File: config.mk
export PLATFORM = sky130hd
export DESIGN_NAME = slot_hp_ctrl
export DESIGN_NICKNAME = d
export VERILOG_FILES = /design/src/rtl/slot_hp_pkg.sv /design/src/rtl/slot_hp_ctrl.sv
export VERILOG_INCLUDE_DIRS = /design/src /design/src/rtl
export SDC_FILE = /design/constraint.sdc
export NUM_CORES = 1
export LEC_CHECK = 0
export ABC_AREA = 1
export BUFFER_PORTS_ARGS = -buffer_cell sky130_fd_sc_hd__buf_4
export CAP_MARGIN = 20
export CORE_ASPECT_RATIO = 0.6
export CORE_MARGIN = 2
export CORE_UTILIZATION = 49
export CTS_BUF_LIST = sky130_fd_sc_hd__clkbuf_8
export DETAILED_ROUTE_END_ITERATION = 7
export GPL_TIMING_DRIVEN = 0
export PLACE_DENSITY = 0.88
export SKIP_CTS_REPAIR_TIMING = 1
export SLEW_MARGIN = 20
export SYNTH_ARGS = -nofsm -noshare
export SYNTH_HDL_FRONTEND = slang
export SYNTH_SLANG_ARGS = --single-unit
File: constraint.sdc
create_clock -name clk_sys -period 2 [get_ports clk_sys]
set_input_delay 0.1 -clock clk_sys [delete_from_list [all_inputs] [get_ports clk_sys]]
set_output_delay 0.1 -clock clk_sys [all_outputs]
set_load 0.05 [all_outputs]
File: src/rtl/slot_hp_defines.svh
// Offsets, field positions, reset values and timing counts for the slot hot-plug register bank.
// Included by the package and the block; definitions only.
`ifndef SLOT_HP_DEFINES_SVH
`define SLOT_HP_DEFINES_SVH
`define SLOT_CTRL_STAT_OFFSET 12'h0f8
`define SLOT_CAP_OFFSET       12'h0f4
`define HP_CFG_OFFSET         12'h0fc
`define CTL_ABP_EN            0
`define CTL_PFD_EN            1
`define CTL_PDC_EN            3
`define CTL_CC_EN             4
`define CTL_HPI_EN            5
`define CTL_AIND_LO           6
`define CTL_PIND_LO           8
`define CTL_PWR_OFF           10
`define CTL_DLL_EN            12
`define ST_ABP                16
`define ST_PFD                17
`define ST_MRLC               18
`define ST_PDC                19
`define ST_CC                 20
`define ST_MRL                21
`define ST_PDS                22
`define ST_DLLC               24
`define IND_RESET             2'h3
`define CMD_TIME_NS           40
`define CLK_PERIOD_NS         8
`define CMD_CYCLES            ((`CMD_TIME_NS + `CLK_PERIOD_NS - 1) / `CLK_PERIOD_NS)
`endif

File: src/rtl/slot_hp_pkg.sv
// Types shared by the slot hot-plug register bank.
// Assumes slot_hp_defines.svh is on the include path.
`include "slot_hp_defines.svh"
package slot_hp_pkg;
    typedef enum logic [1:0] {IND_RSVD, IND_ON, IND_BLINK, IND_OFF} indicator_type;
    typedef enum {CMD_IDLE, CMD_BUSY} cmd_state_type;
    // Slot side-band inputs after synchronising
    typedef struct packed {
        logic button;
        logic powerFault;
        logic mrlOpen;
        logic present;
    } slot_in_type;
    // Messages and power actions sent to the slot
    typedef struct packed {
        logic          attnMsg;
        indicator_type attnInd;
        logic          pwrMsg;
        indicator_type pwrInd;
        logic          powerOff;
    } slot_out_type;
endpackage : slot_hp_pkg

File: src/rtl/slot_hp_ctrl.sv
// Slot control and status dword of a downstream port, with hot-plug interrupt request.
// Assumes a single-cycle register port on clk_sys; slot pins are asynchronous.
//
// Overview of operation
// (RL1) Button-press event enable, bit 0, reset zero
// (RL2) Power-fault event enable, bit 1
// (RL3) Presence-change event enable, bit 3
// (RL4) Command-completed interrupt enable, bit 4
// (RL5) Bit 5 gates all hot-plug interrupts
// (RL6) Attention indicator 7:6, resets off, sends message
// (RL7) Power indicator 9:8, resets off, sends message
// (RL8) Bit 10 set requests slot power off
// (RL9) Bit 12 enables link-active change notification
// (RL10) Control reserved bits read zero, ignore writes
// (RL11) Bit 16 latches button press, write-one clears
// (RL12) Bit 17 latches power fault, write-one clears
// (RL13) Bit 18 read-only latch sensor change flag
// (RL14) Bit 19 latches presence change, write-one clears
// (RL15) Bit 20 latches command completed, write-one clears
// (RL16) Bit 21 mirrors latch sensor, one open
// (RL17) Bit 22 reads card presence, resets one
// (RL18) No slot implemented: presence reads one
// (RL19) Bit 24 set on link-active change
// (RL20) Status reserved bits read zero
// (RL21) Capability defaults loadable by side-band
// (RL22) Interrupt while enabled flag latched
// (RL23) Indicator or power write completes command
// (RL24) Event beats simultaneous write-one clear
//
// Strobed register access is this design's own decision.
`timescale 1ns/1ps
`include "slot_hp_defines.svh"
module slot_hp_ctrl
    import slot_hp_pkg::*;
(
    input  wire logic         clk_sys,
    input  wire logic         resetn,
    input  wire logic [11:0]  regAddr,
    input  wire logic [31:0]  regWdata,
    input  wire logic         regWrite,
    input  wire logic         regRead,
    output logic      [31:0]  regRdata,
    input  wire logic         buttonPin,
    input  wire logic         powerFaultPin,
    input  wire logic         mrlOpenPin,
    input  wire logic         presentPin,
    input  wire logic         linkActive,
    input  wire logic         capLoad,
    input  wire logic [31:0]  capLoadData,
    output logic              hotPlugIrq,
    output slot_out_type      slotOut
);

    ////////////////////////////////////////////////////////////////////////////
    // State
    typedef struct packed {
        logic [2:0]    syncButton;
        logic [2:0]    syncFault;
        logic [2:0]    syncMrl;
        logic [2:0]    syncPresent;
        slot_in_type   slotIn;
        logic          linkPrev;
        logic [15:0]   ctrl;
        logic          flagAbp;
        logic          flagPfd;
        logic          flagMrlc;
        logic          flagPdc;
        logic          flagCc;
        logic          flagDllc;
        logic [31:0]   slotCap;
        logic          slotImpl;
        logic          dllReport;
        cmd_state_type cmdState;
        logic [3:0]    cmdCount;
        logic [31:0]   rdata;
        logic          irq;
        slot_out_type  out;
    } state_type;

    state_type stateReg;
    state_type stateNext;

    // Write-one-to-clear with the event winning over the clear
    function automatic logic w1c(input logic cur, input logic ev, input logic clr);
        w1c = ev | (cur & ~clr); // [RL24]
    endfunction : w1c

    // Agreement of the second and third stage marks a settled change
    function automatic logic settled(input logic [2:0] s, input logic prev);
        settled = (s[1] == s[2]) ? s[2] : prev;
    endfunction : settled

    logic       wrSlot;
    logic       wrCfg;
    logic       evAbp;
    logic       evPfd;
    logic       evMrl;
    logic       evPdc;
    logic       evDll;
    logic       cmdDone;
    logic       presentView;
    logic [3:0] cmdCycles;
    assign cmdCycles = 4'(`CMD_CYCLES);

    ////////////////////////////////////////////////////////////////////////////
    // Next-state logic
    always_comb begin
        slot_in_type nin;
        logic [15:0] wctl;
        nin       = stateReg.slotIn;
        wctl      = 16'h0000;
        stateNext = stateReg;
        wrSlot    = regWrite && (regAddr == `SLOT_CTRL_STAT_OFFSET);
        wrCfg     = regWrite && (regAddr == `HP_CFG_OFFSET);

        // Three-stage synchronisers; only the later stages are looked at
        stateNext.syncButton  = {stateReg.syncButton[1:0], buttonPin};
        stateNext.syncFault   = {stateReg.syncFault[1:0], powerFaultPin};
        stateNext.syncMrl     = {stateReg.syncMrl[1:0], mrlOpenPin};
        stateNext.syncPresent = {stateReg.syncPresent[1:0], presentPin};
        nin.button     = settled(stateReg.syncButton, stateReg.slotIn.button);
        nin.powerFault = settled(stateReg.syncFault, stateReg.slotIn.powerFault);
        nin.mrlOpen    = settled(stateReg.syncMrl, stateReg.slotIn.mrlOpen);
        nin.present    = settled(stateReg.syncPresent, stateReg.slotIn.present);
        stateNext.slotIn = nin;

        // Rising edges of button and fault, any change of latch, and any change of presence while a slot is implemented
        evAbp = nin.button & ~stateReg.slotIn.button;
        evPfd = nin.powerFault & ~stateReg.slotIn.powerFault;
        evMrl = nin.mrlOpen ^ stateReg.slotIn.mrlOpen;
        evPdc = (nin.present ^ stateReg.slotIn.present) & stateReg.slotImpl;
        evDll = stateReg.dllReport & (linkActive ^ stateReg.linkPrev); // [RL19]
        stateNext.linkPrev = linkActive;

        // Capability defaults from side-band management
        if (capLoad) begin
            stateNext.slotCap = capLoadData; // [RL21]
        end

        // Command engine: each indicator or power write is a command
        cmdDone = 1'b0;
        stateNext.out.attnMsg = 1'b0;
        stateNext.out.pwrMsg  = 1'b0;
        unique case (stateReg.cmdState)
            CMD_IDLE: begin
            end
            CMD_BUSY: begin
                if (stateReg.cmdCount == 4'h1) begin
                    cmdDone            = 1'b1; // [RL23]
                    stateNext.cmdState = CMD_IDLE;
                end
                stateNext.cmdCount = stateReg.cmdCount - 4'h1;
            end
        endcase

        if (wrSlot) begin
            // Writable control bits only; reserved stay zero
            wctl = regWdata[15:0] & 16'h17fb; // [RL10]
            stateNext.ctrl = wctl;
            stateNext.out.attnInd  = indicator_type'(wctl[`CTL_AIND_LO +: 2]); // [RL6]
            stateNext.out.pwrInd   = indicator_type'(wctl[`CTL_PIND_LO +: 2]); // [RL7]
            stateNext.out.powerOff = wctl[`CTL_PWR_OFF]; // [RL8]
            stateNext.out.attnMsg  = 1'b1; // [RL6]
            stateNext.out.pwrMsg   = 1'b1; // [RL7]
            stateNext.cmdState     = CMD_BUSY; // [RL23]
            stateNext.cmdCount     = cmdCycles;
        end
        if (wrCfg) begin
            stateNext.slotImpl  = regWdata[0];
            stateNext.dllReport = regWdata[1];
        end

        // Status flags
        stateNext.flagAbp  = w1c(stateReg.flagAbp, evAbp, wrSlot & regWdata[`ST_ABP]); // [RL11]
        stateNext.flagPfd  = w1c(stateReg.flagPfd, evPfd, wrSlot & regWdata[`ST_PFD]); // [RL12]
        stateNext.flagMrlc = stateReg.flagMrlc | evMrl; // [RL13]
        stateNext.flagPdc  = w1c(stateReg.flagPdc, evPdc, wrSlot & regWdata[`ST_PDC]); // [RL14]
        stateNext.flagCc   = w1c(stateReg.flagCc, cmdDone, wrSlot & regWdata[`ST_CC]); // [RL15]
        stateNext.flagDllc = w1c(stateReg.flagDllc, evDll, wrSlot & regWdata[`ST_DLLC]); // [RL19]

        // Interrupt request from next flags and enables
        stateNext.irq = stateNext.ctrl[`CTL_HPI_EN] & ( // [RL5] [RL22]
            (stateNext.flagAbp & stateNext.ctrl[`CTL_ABP_EN]) | // [RL1]
            (stateNext.flagPfd & stateNext.ctrl[`CTL_PFD_EN]) | // [RL2]
            (stateNext.flagPdc & stateNext.ctrl[`CTL_PDC_EN]) | // [RL3]
            (stateNext.flagCc & stateNext.ctrl[`CTL_CC_EN]) | // [RL4]
            (stateNext.flagDllc & stateNext.ctrl[`CTL_DLL_EN])); // [RL9]

        // Read data one cycle after the strobe; unmapped reads zero
        presentView = stateReg.slotImpl ? stateReg.slotIn.present : 1'b1; // [RL17] [RL18]
        stateNext.rdata = 32'h0000_0000;
        if (regRead) begin
            unique case (regAddr)
                `SLOT_CTRL_STAT_OFFSET: begin
                    stateNext.rdata[15:0]      = stateReg.ctrl;
                    stateNext.rdata[`ST_ABP]   = stateReg.flagAbp;
                    stateNext.rdata[`ST_PFD]   = stateReg.flagPfd;
                    stateNext.rdata[`ST_MRLC]  = stateReg.flagMrlc;
                    stateNext.rdata[`ST_PDC]   = stateReg.flagPdc;
                    stateNext.rdata[`ST_CC]    = stateReg.flagCc;
                    stateNext.rdata[`ST_MRL]   = stateReg.slotIn.mrlOpen; // [RL16]
                    stateNext.rdata[`ST_PDS]   = presentView;
                    stateNext.rdata[`ST_DLLC]  = stateReg.flagDllc; // [RL20]
                end
                `SLOT_CAP_OFFSET: begin
                    stateNext.rdata = stateReg.slotCap;
                end
                `HP_CFG_OFFSET: begin
                    stateNext.rdata[1:0] = {stateReg.dllReport, stateReg.slotImpl};
                end
                default: begin
                end
            endcase
        end
    end

    ////////////////////////////////////////////////////////////////////////////
    // Registers
    always_ff @(posedge clk_sys or negedge resetn) begin
        if (!resetn) begin
            stateReg               <= '0;
            stateReg.ctrl[7:6]     <= `IND_RESET; // [RL6]
            stateReg.ctrl[9:8]     <= `IND_RESET; // [RL7]
            stateReg.out.attnInd   <= IND_OFF;
            stateReg.out.pwrInd    <= IND_OFF;
            stateReg.slotIn.present <= 1'b1;
            stateReg.syncPresent   <= 3'h7;
            stateReg.slotImpl      <= 1'b1;
            stateReg.cmdState      <= CMD_IDLE;
        end else begin
            stateReg <= stateNext;
        end
    end

    assign regRdata   = stateReg.rdata;
    assign hotPlugIrq = stateReg.irq;
    assign slotOut    = stateReg.out;

    ////////////////////////////////////////////////////////////////////////////
    // Checks
    property p_irq_gate;
        @(posedge clk_sys) disable iff (!resetn) !stateReg.ctrl[`CTL_HPI_EN] |-> !hotPlugIrq;
    endproperty
    a_irq_gate: assert property (p_irq_gate) else $error("irq without master enable"); // [RL5]

    property p_irq_abp;
        @(posedge clk_sys) disable iff (!resetn)
            (stateReg.flagAbp && stateReg.ctrl[`CTL_ABP_EN] && stateReg.ctrl[`CTL_HPI_EN]) |-> hotPlugIrq;
    endproperty
    a_irq_abp: assert property (p_irq_abp) else $error("button irq missing"); // [RL22]

    property p_msg_on_write;
        @(posedge clk_sys) disable iff (!resetn)
            wrSlot |=> (slotOut.attnMsg && slotOut.pwrMsg && slotOut.attnInd == $past(regWdata[7:6]));
    endproperty
    a_msg_on_write: assert property (p_msg_on_write) else $error("indicator message missing"); // [RL6]

    property p_cc_after;
        @(posedge clk_sys) disable iff (!resetn)
            (wrSlot && !regWdata[`ST_CC]) |=> ##[4:6] stateReg.flagCc;
    endproperty
    a_cc_after: assert property (p_cc_after) else $error("command completed not set"); // [RL23]

    property p_set_wins;
        @(posedge clk_sys) disable iff (!resetn) (evAbp && wrSlot && regWdata[`ST_ABP]) |=> stateReg.flagAbp;
    endproperty
    a_set_wins: assert property (p_set_wins) else $error("event lost on clear"); // [RL24]

    property p_reserved;
        @(posedge clk_sys) disable iff (!resetn)
            $past(regRead) && $past(regAddr) == `SLOT_CTRL_STAT_OFFSET |->
            (regRdata[15:13] == 3'h0 && regRdata[11] == 1'b0 && regRdata[2] == 1'b0 && regRdata[31:25] == 7'h00
             && regRdata[23] == 1'b0);
    endproperty
    a_reserved: assert property (p_reserved) else $error("reserved bit nonzero"); // [RL10] [RL20]

    property p_no_slot_present;
        @(posedge clk_sys) disable iff (!resetn)
            ($past(regRead) && $past(regAddr) == `SLOT_CTRL_STAT_OFFSET && !$past(stateReg.slotImpl))
            |-> regRdata[`ST_PDS];
    endproperty
    a_no_slot_present: assert property (p_no_slot_present) else $error("presence not one"); // [RL18]

    property p_power;
        @(posedge clk_sys) disable iff (!resetn) wrSlot |=> slotOut.powerOff == $past(regWdata[`CTL_PWR_OFF]);
    endproperty
    a_power: assert property (p_power) else $error("power control wrong"); // [RL8]

    property p_dll_set;
        @(posedge clk_sys) disable iff (!resetn) evDll |=> stateReg.flagDllc;
    endproperty
    a_dll_set: assert property (p_dll_set) else $error("link change flag missing"); // [RL19]

    ////////////////////////////////////////////////////////////////////////////
    // Each source must reach the request on its own enable
    property p_irq_pfd;
        @(posedge clk_sys) disable iff (!resetn)
            (stateReg.flagPfd && stateReg.ctrl[`CTL_PFD_EN] && stateReg.ctrl[`CTL_HPI_EN]) |-> hotPlugIrq;
    endproperty
    a_irq_pfd: assert property (p_irq_pfd) else $error("fault irq missing"); // [RL2]

    property p_irq_pdc;
        @(posedge clk_sys) disable iff (!resetn)
            (stateReg.flagPdc && stateReg.ctrl[`CTL_PDC_EN] && stateReg.ctrl[`CTL_HPI_EN]) |-> hotPlugIrq;
    endproperty
    a_irq_pdc: assert property (p_irq_pdc) else $error("presence irq missing"); // [RL3]

    property p_irq_cc;
        @(posedge clk_sys) disable iff (!resetn)
            (stateReg.flagCc && stateReg.ctrl[`CTL_CC_EN] && stateReg.ctrl[`CTL_HPI_EN]) |-> hotPlugIrq;
    endproperty
    a_irq_cc: assert property (p_irq_cc) else $error("completion irq missing"); // [RL4]

    property p_irq_dll;
        @(posedge clk_sys) disable iff (!resetn)
            (stateReg.flagDllc && stateReg.ctrl[`CTL_DLL_EN] && stateReg.ctrl[`CTL_HPI_EN]) |-> hotPlugIrq;
    endproperty
    a_irq_dll: assert property (p_irq_dll) else $error("link irq missing"); // [RL9]

    // A request left standing after the last clear would storm the host
    property p_irq_drop;
        @(posedge clk_sys) disable iff (!resetn)
            !((stateReg.flagAbp && stateReg.ctrl[`CTL_ABP_EN]) || (stateReg.flagPfd && stateReg.ctrl[`CTL_PFD_EN])
              || (stateReg.flagPdc && stateReg.ctrl[`CTL_PDC_EN]) || (stateReg.flagCc && stateReg.ctrl[`CTL_CC_EN])
              || (stateReg.flagDllc && stateReg.ctrl[`CTL_DLL_EN])) |-> !hotPlugIrq;
    endproperty
    a_irq_drop: assert property (p_irq_drop) else $error("irq stuck after clear"); // [RL22]

    ////////////////////////////////////////////////////////////////////////////
    // Outputs toward the slot follow the written fields
    property p_pwr_ind;
        @(posedge clk_sys) disable iff (!resetn)
            wrSlot |=> (slotOut.pwrInd == $past(regWdata[9:8]));
    endproperty
    a_pwr_ind: assert property (p_pwr_ind) else $error("power indicator wrong"); // [RL7]

    // Messages are single pulses; a stray one would relight an indicator
    property p_msg_quiet;
        @(posedge clk_sys) disable iff (!resetn)
            !wrSlot |=> (!slotOut.attnMsg && !slotOut.pwrMsg);
    endproperty
    a_msg_quiet: assert property (p_msg_quiet) else $error("message without write"); // [RL6] [RL7]

    ////////////////////////////////////////////////////////////////////////////
    // Status flags: clear without event, stickiness, latch mirror
    property p_abp_clear;
        @(posedge clk_sys) disable iff (!resetn)
            (wrSlot && regWdata[`ST_ABP] && !evAbp) |=> !stateReg.flagAbp;
    endproperty
    a_abp_clear: assert property (p_abp_clear) else $error("button flag not cleared"); // [RL11]

    property p_pdc_set;
        @(posedge clk_sys) disable iff (!resetn)
            evPdc |=> stateReg.flagPdc;
    endproperty
    a_pdc_set: assert property (p_pdc_set) else $error("presence change flag missing"); // [RL14]

    // Only reset may clear the latch change flag
    property p_mrlc_sticky;
        @(posedge clk_sys) disable iff (!resetn)
            stateReg.flagMrlc |=> stateReg.flagMrlc;
    endproperty
    a_mrlc_sticky: assert property (p_mrlc_sticky) else $error("latch change flag lost"); // [RL13]

    property p_mrl_state;
        @(posedge clk_sys) disable iff (!resetn)
            ($past(regRead) && $past(regAddr) == `SLOT_CTRL_STAT_OFFSET)
            |-> regRdata[`ST_MRL] == $past(stateReg.slotIn.mrlOpen);
    endproperty
    a_mrl_state: assert property (p_mrl_state) else $error("latch state wrong"); // [RL16]

    ////////////////////////////////////////////////////////////////////////////
    // Read port: control half echoed, zero between reads
    property p_ctrl_readback;
        @(posedge clk_sys) disable iff (!resetn)
            ($past(regRead) && $past(regAddr) == `SLOT_CTRL_STAT_OFFSET) |-> regRdata[15:0] == $past(stateReg.ctrl);
    endproperty
    a_ctrl_readback: assert property (p_ctrl_readback) else $error("control readback wrong"); // [RL1]

    property p_rdata_idle;
        @(posedge clk_sys) disable iff (!resetn)
            !$past(regRead) |-> regRdata == 32'h0000_0000;
    endproperty
    a_rdata_idle: assert property (p_rdata_idle) else $error("read data outside read"); // [RL20]

    // Main scenarios reached by the bench
    c_irq: cover property (@(posedge clk_sys) disable iff (!resetn) $rose(hotPlugIrq));
    c_cmd: cover property (@(posedge clk_sys) disable iff (!resetn) cmdDone);
    c_pdc: cover property (@(posedge clk_sys) disable iff (!resetn) evPdc);
    c_set_wins: cover property (@(posedge clk_sys) disable iff (!resetn) evAbp && wrSlot && regWdata[`ST_ABP]);
    c_dll: cover property (@(posedge clk_sys) disable iff (!resetn) evDll);
endmodule : slot_hp_ctrl

# Word-level counts from Yosys, hierarchy flattened
# Cells that the tools add are included.
[totals] register_bits=144 latchBits=0 ram_bits=0 mem_bits_ro=0 out_inout_bits=40 mem_count=0
[classes] add_sub_neg=1 mul=0 div_mod_pow=0 n_lt_le_gt_ge=0 n_eq_ne=9 shifts=0 mux=18 n_bitwise=40 n_reduce_logical=5
[ops] op="36-bit two-way mux" n=2
[ops] op="32-bit two-way mux" n=2
[ops] op="21-bit one-hot mux with 2 select lines" n=1
[ops] op="12-bit by 8-bit == test with 1-bit output, second input constant" n=3
[ops] op="32-bit by 1-bit == test with 1-bit output, second input constant" n=1
[ops] op="1-bit bitwise AND" n=20
[ops] op="7-bit two-way mux" n=2
[ops] op="13-bit two-way mux" n=1
[ops] op="1-bit bitwise OR" n=10
[ops] op="1-bit two-way mux" n=8
[ops] op="1-bit inverter" n=7
[ops] op="2-bit one-hot mux with 3 select lines" n=1
[ops] op="1-bit == test" n=4
[ops] op="4-bit by 1-bit == test with 1-bit output, second input constant" n=1
[ops] op="2-bit nonzero test" n=2
[ops] op="4-bit by 1-bit subtractor with 4-bit output, second input constant" n=1
[ops] op="1-bit XOR" n=3
[ops] op="1-bit logical AND" n=2
[ops] op="1-bit one-hot mux with 2 select lines" n=1
[ops] op="2-bit AND reduction" n=1

# Depth between registers and ports, before layout
# Gate-level depths: netlist of the first run.
[depth] word_depth=12 mapped_depth=12 ltp_nobuf=12

# Least setup slack after synthesis of the first run
# No wires, ideal clock.
[synth_timing] path_type="flip-flop to flip-flop" start="register stateReg (netlist bit stateNext[139])" end="register stateReg (netlist bit hotPlugIrq)" setup_time_ns=0.122 arrival_time_ns=1.088 required_ns=1.878 setup_slack_ns=0.791 path_stages_with_launch=10 path_buffers=0 period_less_slack_ns=1.209 cell_sequence="dfstp_2 a21oi_1 nor2_1 a21oi_1 nand2_1 nand2_1 nand2_1 nand2_1 nor2_1 nor2_1"
[synth_lines] element="from (decl)" line_no="slot_hp_ctrl.sv:80" source="state_type stateReg;"
[synth_lines] element="from (signal assigned)" line_no="slot_hp_ctrl.sv:231" source="stateReg <= stateNext;"

==> impl_metrics.json, run 1 <==
{
  "outcome": "finished clean",
  "type_of_origin_of_the_critical_path": "flip-flop",
  "worst-slew-pin-transition_ns": 0.962,
  "timing.fmax_mhz": 688,
  "synth_seq_area_share": 0.614,
  "final_antenna_net_count": 0,
  "mappedNetlistArea_um2": 4380,
  "layout-drive-gt1-share": 0.325,
  "fin_worst_skew_ns": 0.00924,
  "totalNegativeSetupSlack_ns": 0,
  "rsz0062_at_grt": "false",
  "most_instantiated_flip_flop_cell_in_the_synthesis_netlist": "dfrtp_1",
  "post-route-min-period_ns": 1.45,
  "highest_layer": "met4",
  "initial_core_util": 0.510,
  "routability_driven_placement_congestion_ratio": 0.942,
  "yosysWarningCount": 0,
  "die_height_um": 77.3,
  "antenna_violations_before_repair": 0,
  "dp_worst_setup_slack_ns": 0.421,
  "detailroute.via_count": 3438,
  "detailedPlacementHpwl_um": 6910,
  "synth_edf_count": 0,
  "routed_wl_um": 10400,
  "criticalPathCategory": "flip-flop to flip-flop",
  "final-max-slew-violation-count": 0,
  "period_share": 0.727,
  "drcViolationCount": 0,
  "io-pin-count": 126,
  "detail_route.vias_per_cell": 4.78,
  "finalNetCount": 690,
  "die-area_um2": 9740,
  "mapped_nets": 525,
  "dr.pass1.iters": 4,
  "endpoint_kind": "flip-flop",
  "syn-mean-instance-area_um2": 10.0,
  "grt.overflow.total": 0,
  "cts.path.max_buffers": 2,
  "grt_max_degree": 108,
  "timing_hold_violations_final": 0,
  "rows": 26,
  "clock_insertion_delay_worst_skew_ns": 0.37,
  "met1Wirelength_um": 4490,
  "finalHoldWorstSlack_ns": 0.0145,
  "total_power_w": 0.00423,
  "port_buf_inserts": 108,
  "crit_required_ns": 2.31,
  "mostFrequentLayoutCell": "buf_4",
  "first_iter_violations": 219,
  "floorplan.core_area_um2": 8590,
  "timing.final.ws_setup_ns": 0.547,
  "p_per_area_nw_per_um2": 702,
  "tritoncts_clock_tree": "done",
  "htree_levels": 3,
  "antenna_cells_inserted": 0,
  "dpl_cell_area_um2": 5340,
  "timing.critical_path.fanout_max": 3,
  "slew-limit-headroom": 0.359,
  "global_route_wire_length_before_repair_um": 15800,
  "layout_common_cells": "buf_4, dfrtp_1, nand2_1, inv_1, dlygate4sd3_1",
  "synth-async-reset-ratio": 1.00,
  "synthDistinctLibCells": 31,
  "die_w_um": 126,
  "design_area_um2": 6020,
  "worst_setup_hold_path_clk_slew_ns": 0.09,
  "worst_ep_arrival_time_ns": 1.76,
  "drv_cap": 0,
  "synthCells": 437,
  "ys_seq_elements": 107,
  "wl_met3_um": 718,
  "cts.sink_count": 107,
  "wl_cell_um": 14.5,
  "layout_area_growth_over_synthesis_pct": 37.5,
  "grt_pass1_vias": 3287,
  "dr_wl_met2_um": 5080,
  "worst_ir_drop_on_vdd_uv": 404,
  "leakage_nw": 3.16,
  "gr_usage_total": 0.209,
  "hold_class": "input port to flip-flop",
  "clockRootBuffer": "clkbuf_8",
  "cts_buffers": 9,
  "finalSetupViolCount": 0
}
==> synth_stat cells, types with 2 or more instances <==
master    count  share of area
o21ai_2      10          0.020
dfrtp_1      98           0.56
inv_1        62          0.053
clkbuf_1      8         0.0069
nor2_4        2         0.0051
buf_6         3         0.0077
ha_1          2         0.0057
nand2_1      88          0.075
maj3_1        2         0.0046
o21ai_1       2         0.0023
nand2_2       2         0.0029
nand3_1      16          0.018
nor2_1       21          0.018
or2_2         2         0.0029
buf_4        40          0.069
mux2_2        2         0.0051
a21oi_1       2         0.0023
dfstp_2       9          0.054
o21ai_0      44          0.050
o32ai_1       8          0.016
nand4_1       4         0.0057
==> registers in the layout, summed over array words and instances, names as in the netlist <==
name	cells
stateReg	62
hotPlugIrq	1
slotOut	4
stateNext	8
regRdata	32
==> final timing paths <==
path                       slack, ns            from  depth (start not counted)              to
max reg2reg                     0.55    stateReg[41]                          9      hotPlugIrq
min in group asynchronous       0.40          resetn                          2    stateReg[90]
max in group asynchronous       0.93          resetn                          2  stateNext[147]
min                             0.01     regWdata[4]                          3   stateReg[120]
max                             0.55    stateReg[41]                          9      hotPlugIrq
min reg2reg                     0.34  stateNext[147]                          0  stateNext[148]
==> per-stage QoR <==
stage / util / std cells
3_3_place_gp: 0.621 / 657
2_1_floorplan: - / 437
4_1_cts: 0.648 / 673
3_5_place_dp: 0.621 / 657
5_1_grt: 0.701 / 719
6_report: 0.701 / 719
==> cells by family (layout without fill, tap and decap cells) <==
logic type	count (synthesis)	in the layout	synth area share
AOI/OAI and AO/OA	67	67	0.0922
muxes	2	2	0.00514
and+or+nand+nor	141	141	0.140
adders and majority gates	4	4	0.0103
buffers and inverters	116	286	0.139
DFF	107	107	0.614
==> layer usage <==
layer,up-vias,global-route usage
met5,-,0
met4,0,0.0648
met3,16,0.0649
met2,133,0.332
met1,1630,0.279
li1,1659,-
==> worst max-delay path, cell delays in order (launching register included) <==
cell and delay, ns:
dfrtp_1 0.41, inv_1 0.09, ha_1 0.14, nor3b_1 0.28
nand2_1 0.09, nand2_1 0.10, nand2_1 0.05, nand3_1 0.12
nor2_1 0.05, nor2_1 0.08
==> layout make-up <==
| class | instances | area (µm²) |
|---|---|---|
| Buffer | 52 | 369 |
| Clock inverter | 5 | 76.3 |
| Fill cell | 646 | 2560 |
| Sequential cell | 107 | 2690 |
| Inverter | 64 | 240 |
| Clock buffer | 11 | 151 |
| Timing Repair Buffer | 154 | 1270 |
| Multi-Input combinational cell | 214 | 1080 |
| Tap cell | 112 | 140 |
==> where the power goes <==
part / total, W / internal [W] / switching [W]
Clock: 0.00146 / 0.000767 / 0.000691
Combinational: 0.000445 / 0.000219 / 0.000226
Sequential: 0.00232 / 0.00227 / 0.0000523
No activity file was read; power rests on OpenSTA's default activity.
==> run 2, diff against run 1 <==
==> constraint.sdc (replaced) <==
create_clock -name clk_sys -period 1.37 [get_ports clk_sys]
set_input_delay 0.0685 -clock clk_sys [delete_from_list [all_inputs] [get_ports clk_sys]]
set_output_delay 0.0685 -clock clk_sys [all_outputs]
set_load 0.05 [all_outputs]
==> run 2 against run 1 <==
The run now ends with setup timing left. Largest power group unchanged. Critical path type unchanged. Register-to-register slack worse by 0.57 ns. Setup slack lost 0.57 ns. Core utilization grew 0.60 points.
==> impl_metrics.json, run 2 (synthesized netlist as in run 1, its figures left out) <==
{
  "critical_path.slowest_cell": "dfrtp_1",
  "worst_ir_drop_on_vdd_uv": 590,
  "hold_class": "input port to flip-flop",
  "routed_wl_um": 10500,
  "clockRootBuffer": "clkbuf_8",
  "dr.pass1.iters": 4,
  "rows": 26,
  "drv_cap": 0,
  "power.share.combinational": 0.112,
  "timing.critical_path.mode_cell": "inv_1",
  "worst_setup_hold_path_clk_slew_ns": 0.09,
  "initial_core_util": 0.510,
  "leakage_nw": 3.19,
  "grt_max_degree": 108,
  "first_iter_violations": 198,
  "layout-drive-gt1-share": 0.336,
  "final-max-slew-violation-count": 0,
  "antenna_cells_inserted": 0,
  "die-area_um2": 9740,
  "detail_route.vias_per_cell": 4.81,
  "die_height_um": 77.3,
  "rsz0062_at_grt": "true",
  "wl_cell_um": 14.5,
  "largest_register_ff_count": 62,
  "finalSetupViolCount": 1,
  "die_w_um": 126,
  "regMostFlops": "stateReg",
  "worst_ep_arrival_time_ns": 1.70,
  "port_buf_inserts": 108,
  "timing.critical_path.fanout_max": 2,
  "timing.fmax_mhz": 716,
  "cts.path.max_buffers": 2,
  "criticalPathCategory": "flip-flop to flip-flop",
  "outcome": "finished with violations",
  "layout.cells.non_filler": 722,
  "post-route-min-period_ns": 1.40,
  "final_antenna_net_count": 0,
  "dp_cells": 657,
  "power_frac_clock": 0.341,
  "swShare": 0.229,
  "gr_usage_total": 0.209,
  "cts_buffers": 9,
  "design_area_um2": 6080,
  "finalNetCount": 693,
  "power.net_switching_w": 0.00142,
  "clock_insertion_delay_worst_skew_ns": 0.37,
  "global_route_wire_length_before_repair_um": 15800,
  "htree_levels": 3,
  "worst-slew-pin-transition_ns": 0.932,
  "routability_driven_placement_congestion_ratio": 0.942,
  "seq_power_share": 0.547,
  "antenna_violations_before_repair": 0,
  "timing.final.ws_setup_ns": -0.0275,
  "failed_checks": "setup timing",
  "crit_path_cell_trace": "buf_4, inv_1, nand2_1, nor3_1, nor2_1, nand3b_1, inv_1",
  "period_share": 1.02,
  "p_int_w": 0.00479,
  "grt.overflow.total": 0,
  "detailroute.via_count": 3476,
  "layout_area_growth_over_synthesis_pct": 38.7,
  "detailedPlacementHpwl_um": 6910,
  "layout_common_cells": "buf_4, dfrtp_1, nand2_1, inv_1, dlygate4sd3_1",
  "mostFrequentLayoutCell": "buf_4",
  "slowest_delay_ns": 0.40,
  "slew-limit-headroom": 0.379,
  "dpl_cell_area_um2": 5340,
  "crit_required_ns": 1.67,
  "finalHoldWorstSlack_ns": 0.0203,
  "timing_hold_violations_final": 0,
  "p_per_area_nw_per_um2": 1020,
  "tritoncts_clock_tree": "done",
  "fin_worst_skew_ns": 0.0117,
  "grt_pass1_vias": 3287,
  "drcViolationCount": 0,
  "floorplan.core_area_um2": 8590,
  "io-pin-count": 126,
  "endpoint_kind": "flip-flop",
  "type_of_origin_of_the_critical_path": "flip-flop",
  "cts.sink_count": 107
}
==> run 2: layer usage <==
| layer | routed length, µm | up-vias | share of wire | GRT usage |
|---|---|---|---|---|
| met5 | 0 | - | 0 | 0 |
| met4 | 102 | 0 | 0.0097 | 0.0648 |
| met3 | 678 | 11 | 0.065 | 0.0649 |
| met2 | 5240 | 125 | 0.50 | 0.332 |
| met1 | 4480 | 1674 | 0.43 | 0.279 |
| li1 | - | 1666 | - | - |
==> run 2: cell type report <==
| class | count | area, µm² |
|---|---|---|
| Sequential cell | 107 | 2690 |
| Fill cell | 637 | 2510 |
| Timing Repair Buffer | 157 | 1300 |
| Multi-Input combinational cell | 214 | 1110 |
| Buffer | 52 | 369 |
| Inverter | 64 | 240 |
| Clock buffer | 11 | 151 |
| Tap cell | 112 | 140 |
| Clock inverter | 5 | 76.3 |
==> run 2: path summary, 6_finish.rpt <==
kind	startpoint	end	slack [ns]	cells past startpoint
setup reg to reg	stateReg[40]	stateReg[43]	-0.03	7
setup / recovery	stateReg[40]	stateReg[43]	-0.03	7
hold reg to reg	stateNext[147]	stateNext[148]	0.34	0
min in group asynchronous	resetn	stateReg[136]	0.38	2
hold / removal	regWdata[1]	stateReg[117]	0.02	3
max in group asynchronous	resetn	stateNext[147]	0.36	2
==> run 2: through the flow <==
stage	setup TNS, ns	util	power (W)	setup slack (ns)
CTS	-0.102	0.648	0.00610	-0.102
floorplan	0	-	0.00367	0.161
global route	-0.131	0.707	0.00649	-0.0884
detailed placement	-1.34	0.621	0.00399	-0.178
global placement	-0.330	0.621	0.00394	-0.117
finish	-0.0275	0.707	0.00621	-0.0275
==> run 2: power groups by stage <==
stage	logic [W]	registers [W]	clock network, W
global placement	0.000506	0.00344	0
CTS	0.000546	0.00339	0.00216
global route	0.000777	0.00342	0.00230
floorplan	0.000244	0.00343	0
finish	0.000696	0.00340	0.00212
detailed placement	0.000537	0.00345	0
==> run 2: critical path, delay by kind of cell, from the launching register on <==
family / cells / cell delay (ns)
buf+inv: 3 / 0.29
flops: 1 / 0.40
simple gates: 4 / 0.65
==> run 3, diff against run 2 <==
--- a/config.mk
+++ b/config.mk
@@ -9,13 +9,15 @@
 export ABC_AREA = 1
 export BUFFER_PORTS_ARGS = -buffer_cell sky130_fd_sc_hd__buf_4
 export CAP_MARGIN = 20
+export CELL_PAD_IN_SITES_DETAIL_PLACEMENT = 1
+export CELL_PAD_IN_SITES_GLOBAL_PLACEMENT = 2
 export CORE_ASPECT_RATIO = 0.6
 export CORE_MARGIN = 2
-export CORE_UTILIZATION = 49
+export CORE_UTILIZATION = 32
 export CTS_BUF_LIST = sky130_fd_sc_hd__clkbuf_8
 export DETAILED_ROUTE_END_ITERATION = 7
 export GPL_TIMING_DRIVEN = 0
-export PLACE_DENSITY = 0.88
+export PLACE_DENSITY = 0.93
 export SKIP_CTS_REPAIR_TIMING = 1
 export SLEW_MARGIN = 20
 export SYNTH_ARGS = -nofsm -noshare
==> run 3 against run 2 <==
The run still ends with setup timing left. Die area up 51%. First-iteration DRC count is 51% lower. Non-clock buffer count is 2 higher. Final area is 2.4% higher. Critical path depth grew 1. Clock skew shrank 0.0026 ns.
==> impl_metrics.json, run 3 (synthesized netlist as in run 1, its figures left out) <==
{
  "io-pin-count": 126,
  "tritoncts_clock_tree": "done",
  "period_share": 1.00,
  "cts.path.max_buffers": 2,
  "grt_util_met2": 0.241,
  "final-max-slew-violation-count": 0,
  "grt_max_degree": 108,
  "drv_cap": 0,
  "globalRouteMet1Util": 0.230,
  "layout-drive-gt1-share": 0.340,
  "gr_usage_total": 0.160,
  "htree_levels": 3,
  "worst-slew-pin-transition_ns": 0.984,
  "routability_driven_placement_congestion_ratio": 0.799,
  "worst_ir_drop_on_vdd_uv": 445,
  "antenna_cells_inserted": 0,
  "mostFrequentLayoutCell": "buf_4",
  "first_iter_violations": 98,
  "finalSetupViolCount": 1,
  "dp_worst_setup_slack_ns": -0.165,
  "grt.overflow.total": 0,
  "dpl_cell_area_um2": 5420,
  "crit_path_cell_trace": "ha_1, nor3b_4, nand2_1, nand2_2, nand2_1, nand3_1, nor2_1, nor2_1",
  "kind_of_cell_with_the_highest_combined_delay_on_the_critical_path": "simple AND/OR/NAND/NOR gates",
  "clock_insertion_delay_worst_skew_ns": 0.37,
  "largest_register_ff_count": 62,
  "timing.final.ws_setup_ns": -0.00401,
  "slowest_delay_ns": 0.42,
  "hold_class": "input port to flip-flop",
  "type_of_origin_of_the_critical_path": "flip-flop",
  "antenna_violations_before_repair": 0,
  "die_w_um": 155,
  "r2r_cells": 8,
  "timing.critical_path.fanout_max": 3,
  "num-fill-cells": 1535,
  "rsz0062_at_grt": "true",
  "dr.pass1.iters": 4,
  "clockRootBuffer": "clkbuf_8",
  "initial_core_util": 0.325,
  "layout_common_cells": "buf_4, dfrtp_1, nand2_1, inv_1, dlygate4sd3_1",
  "worstPathBufferInverterCount": 0,
  "detailroute.via_count": 3434,
  "rows": 33,
  "die-area_um2": 14700,
  "die_height_um": 94.6,
  "worst_ep_arrival_time_ns": 1.63,
  "fin_worst_skew_ns": 0.00905,
  "endpoint_kind": "flip-flop",
  "post-route-min-period_ns": 1.37,
  "routed_wl_um": 11700,
  "postLayoutCoreUtil": 0.461,
  "timing.fmax_mhz": 728,
  "cts.sink_count": 107,
  "global_route_wire_length_before_repair_um": 17900,
  "outcome": "finished with violations",
  "gr-max-usage-layer": "met2",
  "worst_setup_hold_path_clk_slew_ns": 0.10,
  "p_per_area_nw_per_um2": 1060,
  "criticalPathCategory": "flip-flop to flip-flop",
  "regMostFlops": "stateReg",
  "totalNegativeSetupSlack_ns": -0.00401,
  "wl_cell_um": 14.9,
  "cts_buffers": 9,
  "layout_area_growth_over_synthesis_pct": 42.0,
  "slew-limit-headroom": 0.344,
  "grt_pass1_vias": 3501,
  "detailedPlacementHpwl_um": 8260,
  "floorplan.core_area_um2": 13500,
  "hold-path-cell-count": 3,
  "drcViolationCount": 0,
  "timing_hold_violations_final": 0,
  "finalNetCount": 695,
  "port_buf_inserts": 108,
  "crit_required_ns": 1.63,
  "critical_path.slowest_cell": "dfrtp_1",
  "design_area_um2": 6220,
  "global_route.usage.met3": 0.0505,
  "final_antenna_net_count": 0,
  "failed_checks": "setup timing",
  "total_power_w": 0.00663,
  "critical_path_cell_count": 8,
  "leakage_nw": 3.21,
  "detail_route.vias_per_cell": 4.36
}
[run 3: cell count changes in the layout (fill, tap and decap cells not counted), sizes merged]
cell / change
clkbuf: -1
bufinv: +2
clkinvlp: -1
buf: +2
[run 3: tightest hold or removal path, cell delays in order]
cell and delay [ns]:
buf_4 0.07, inv_1 0.06, o21ai_0 0.15
[run 3: stage by stage]
| step | hold WS, ns | std cells |
|---|---|---|
| after global placement | 0.180 | 720 |
| final | 0.0113 | 787 |
| after global routing | 0.0272 | 787 |
| after detailed placement | 0.179 | 720 |
| after CTS | -0.214 | 736 |
| after floorplan | -0.227 | 437 |
[run 3: layout make-up]
| cell class | instances | area, µm² | area share |
|---|---|---|---|
| buffer | 52 | 369 | 0.0593 |
| clock buffer | 10 | 138 | 0.0221 |
| clock inverter | 6 | 129 | 0.0207 |
| inverter | 64 | 240 | 0.0386 |
| multi-input combinational | 214 | 1120 | 0.181 |
| sequential | 107 | 2690 | 0.432 |
| tap | 175 | 219 | 0.0352 |
| timing repair buffer | 159 | 1320 | 0.211 |
[run 3: routing by layer]
metal  share of wire  vias up
met1            0.49     1674
met5               0        -
met2            0.45       87
met3           0.053        7
met4          0.0051        0
li1                -     1666
[run 3: power breakdown]
group,internal [W],leakage (nW),switching [W]
registers,0.00332,1.34,0.0000866
clock network,0.00144,0.138,0.00107
logic,0.000361,1.74,0.000349
[run 3: final timing paths]
kind | startpoint | to | slack [ns]
worst max-delay path | stateReg[40] | hotPlugIrq | -0.004
worst min-delay path | regWdata[1] | stateReg[76] | 0.01
worst max register to register | stateReg[40] | hotPlugIrq | -0.004
worst min register to register | stateNext[144] | stateNext[145] | 0.36
max in group asynchronous | resetn | stateReg[135] | 0.31
min in group asynchronous | resetn | regRdata[14] | 0.37
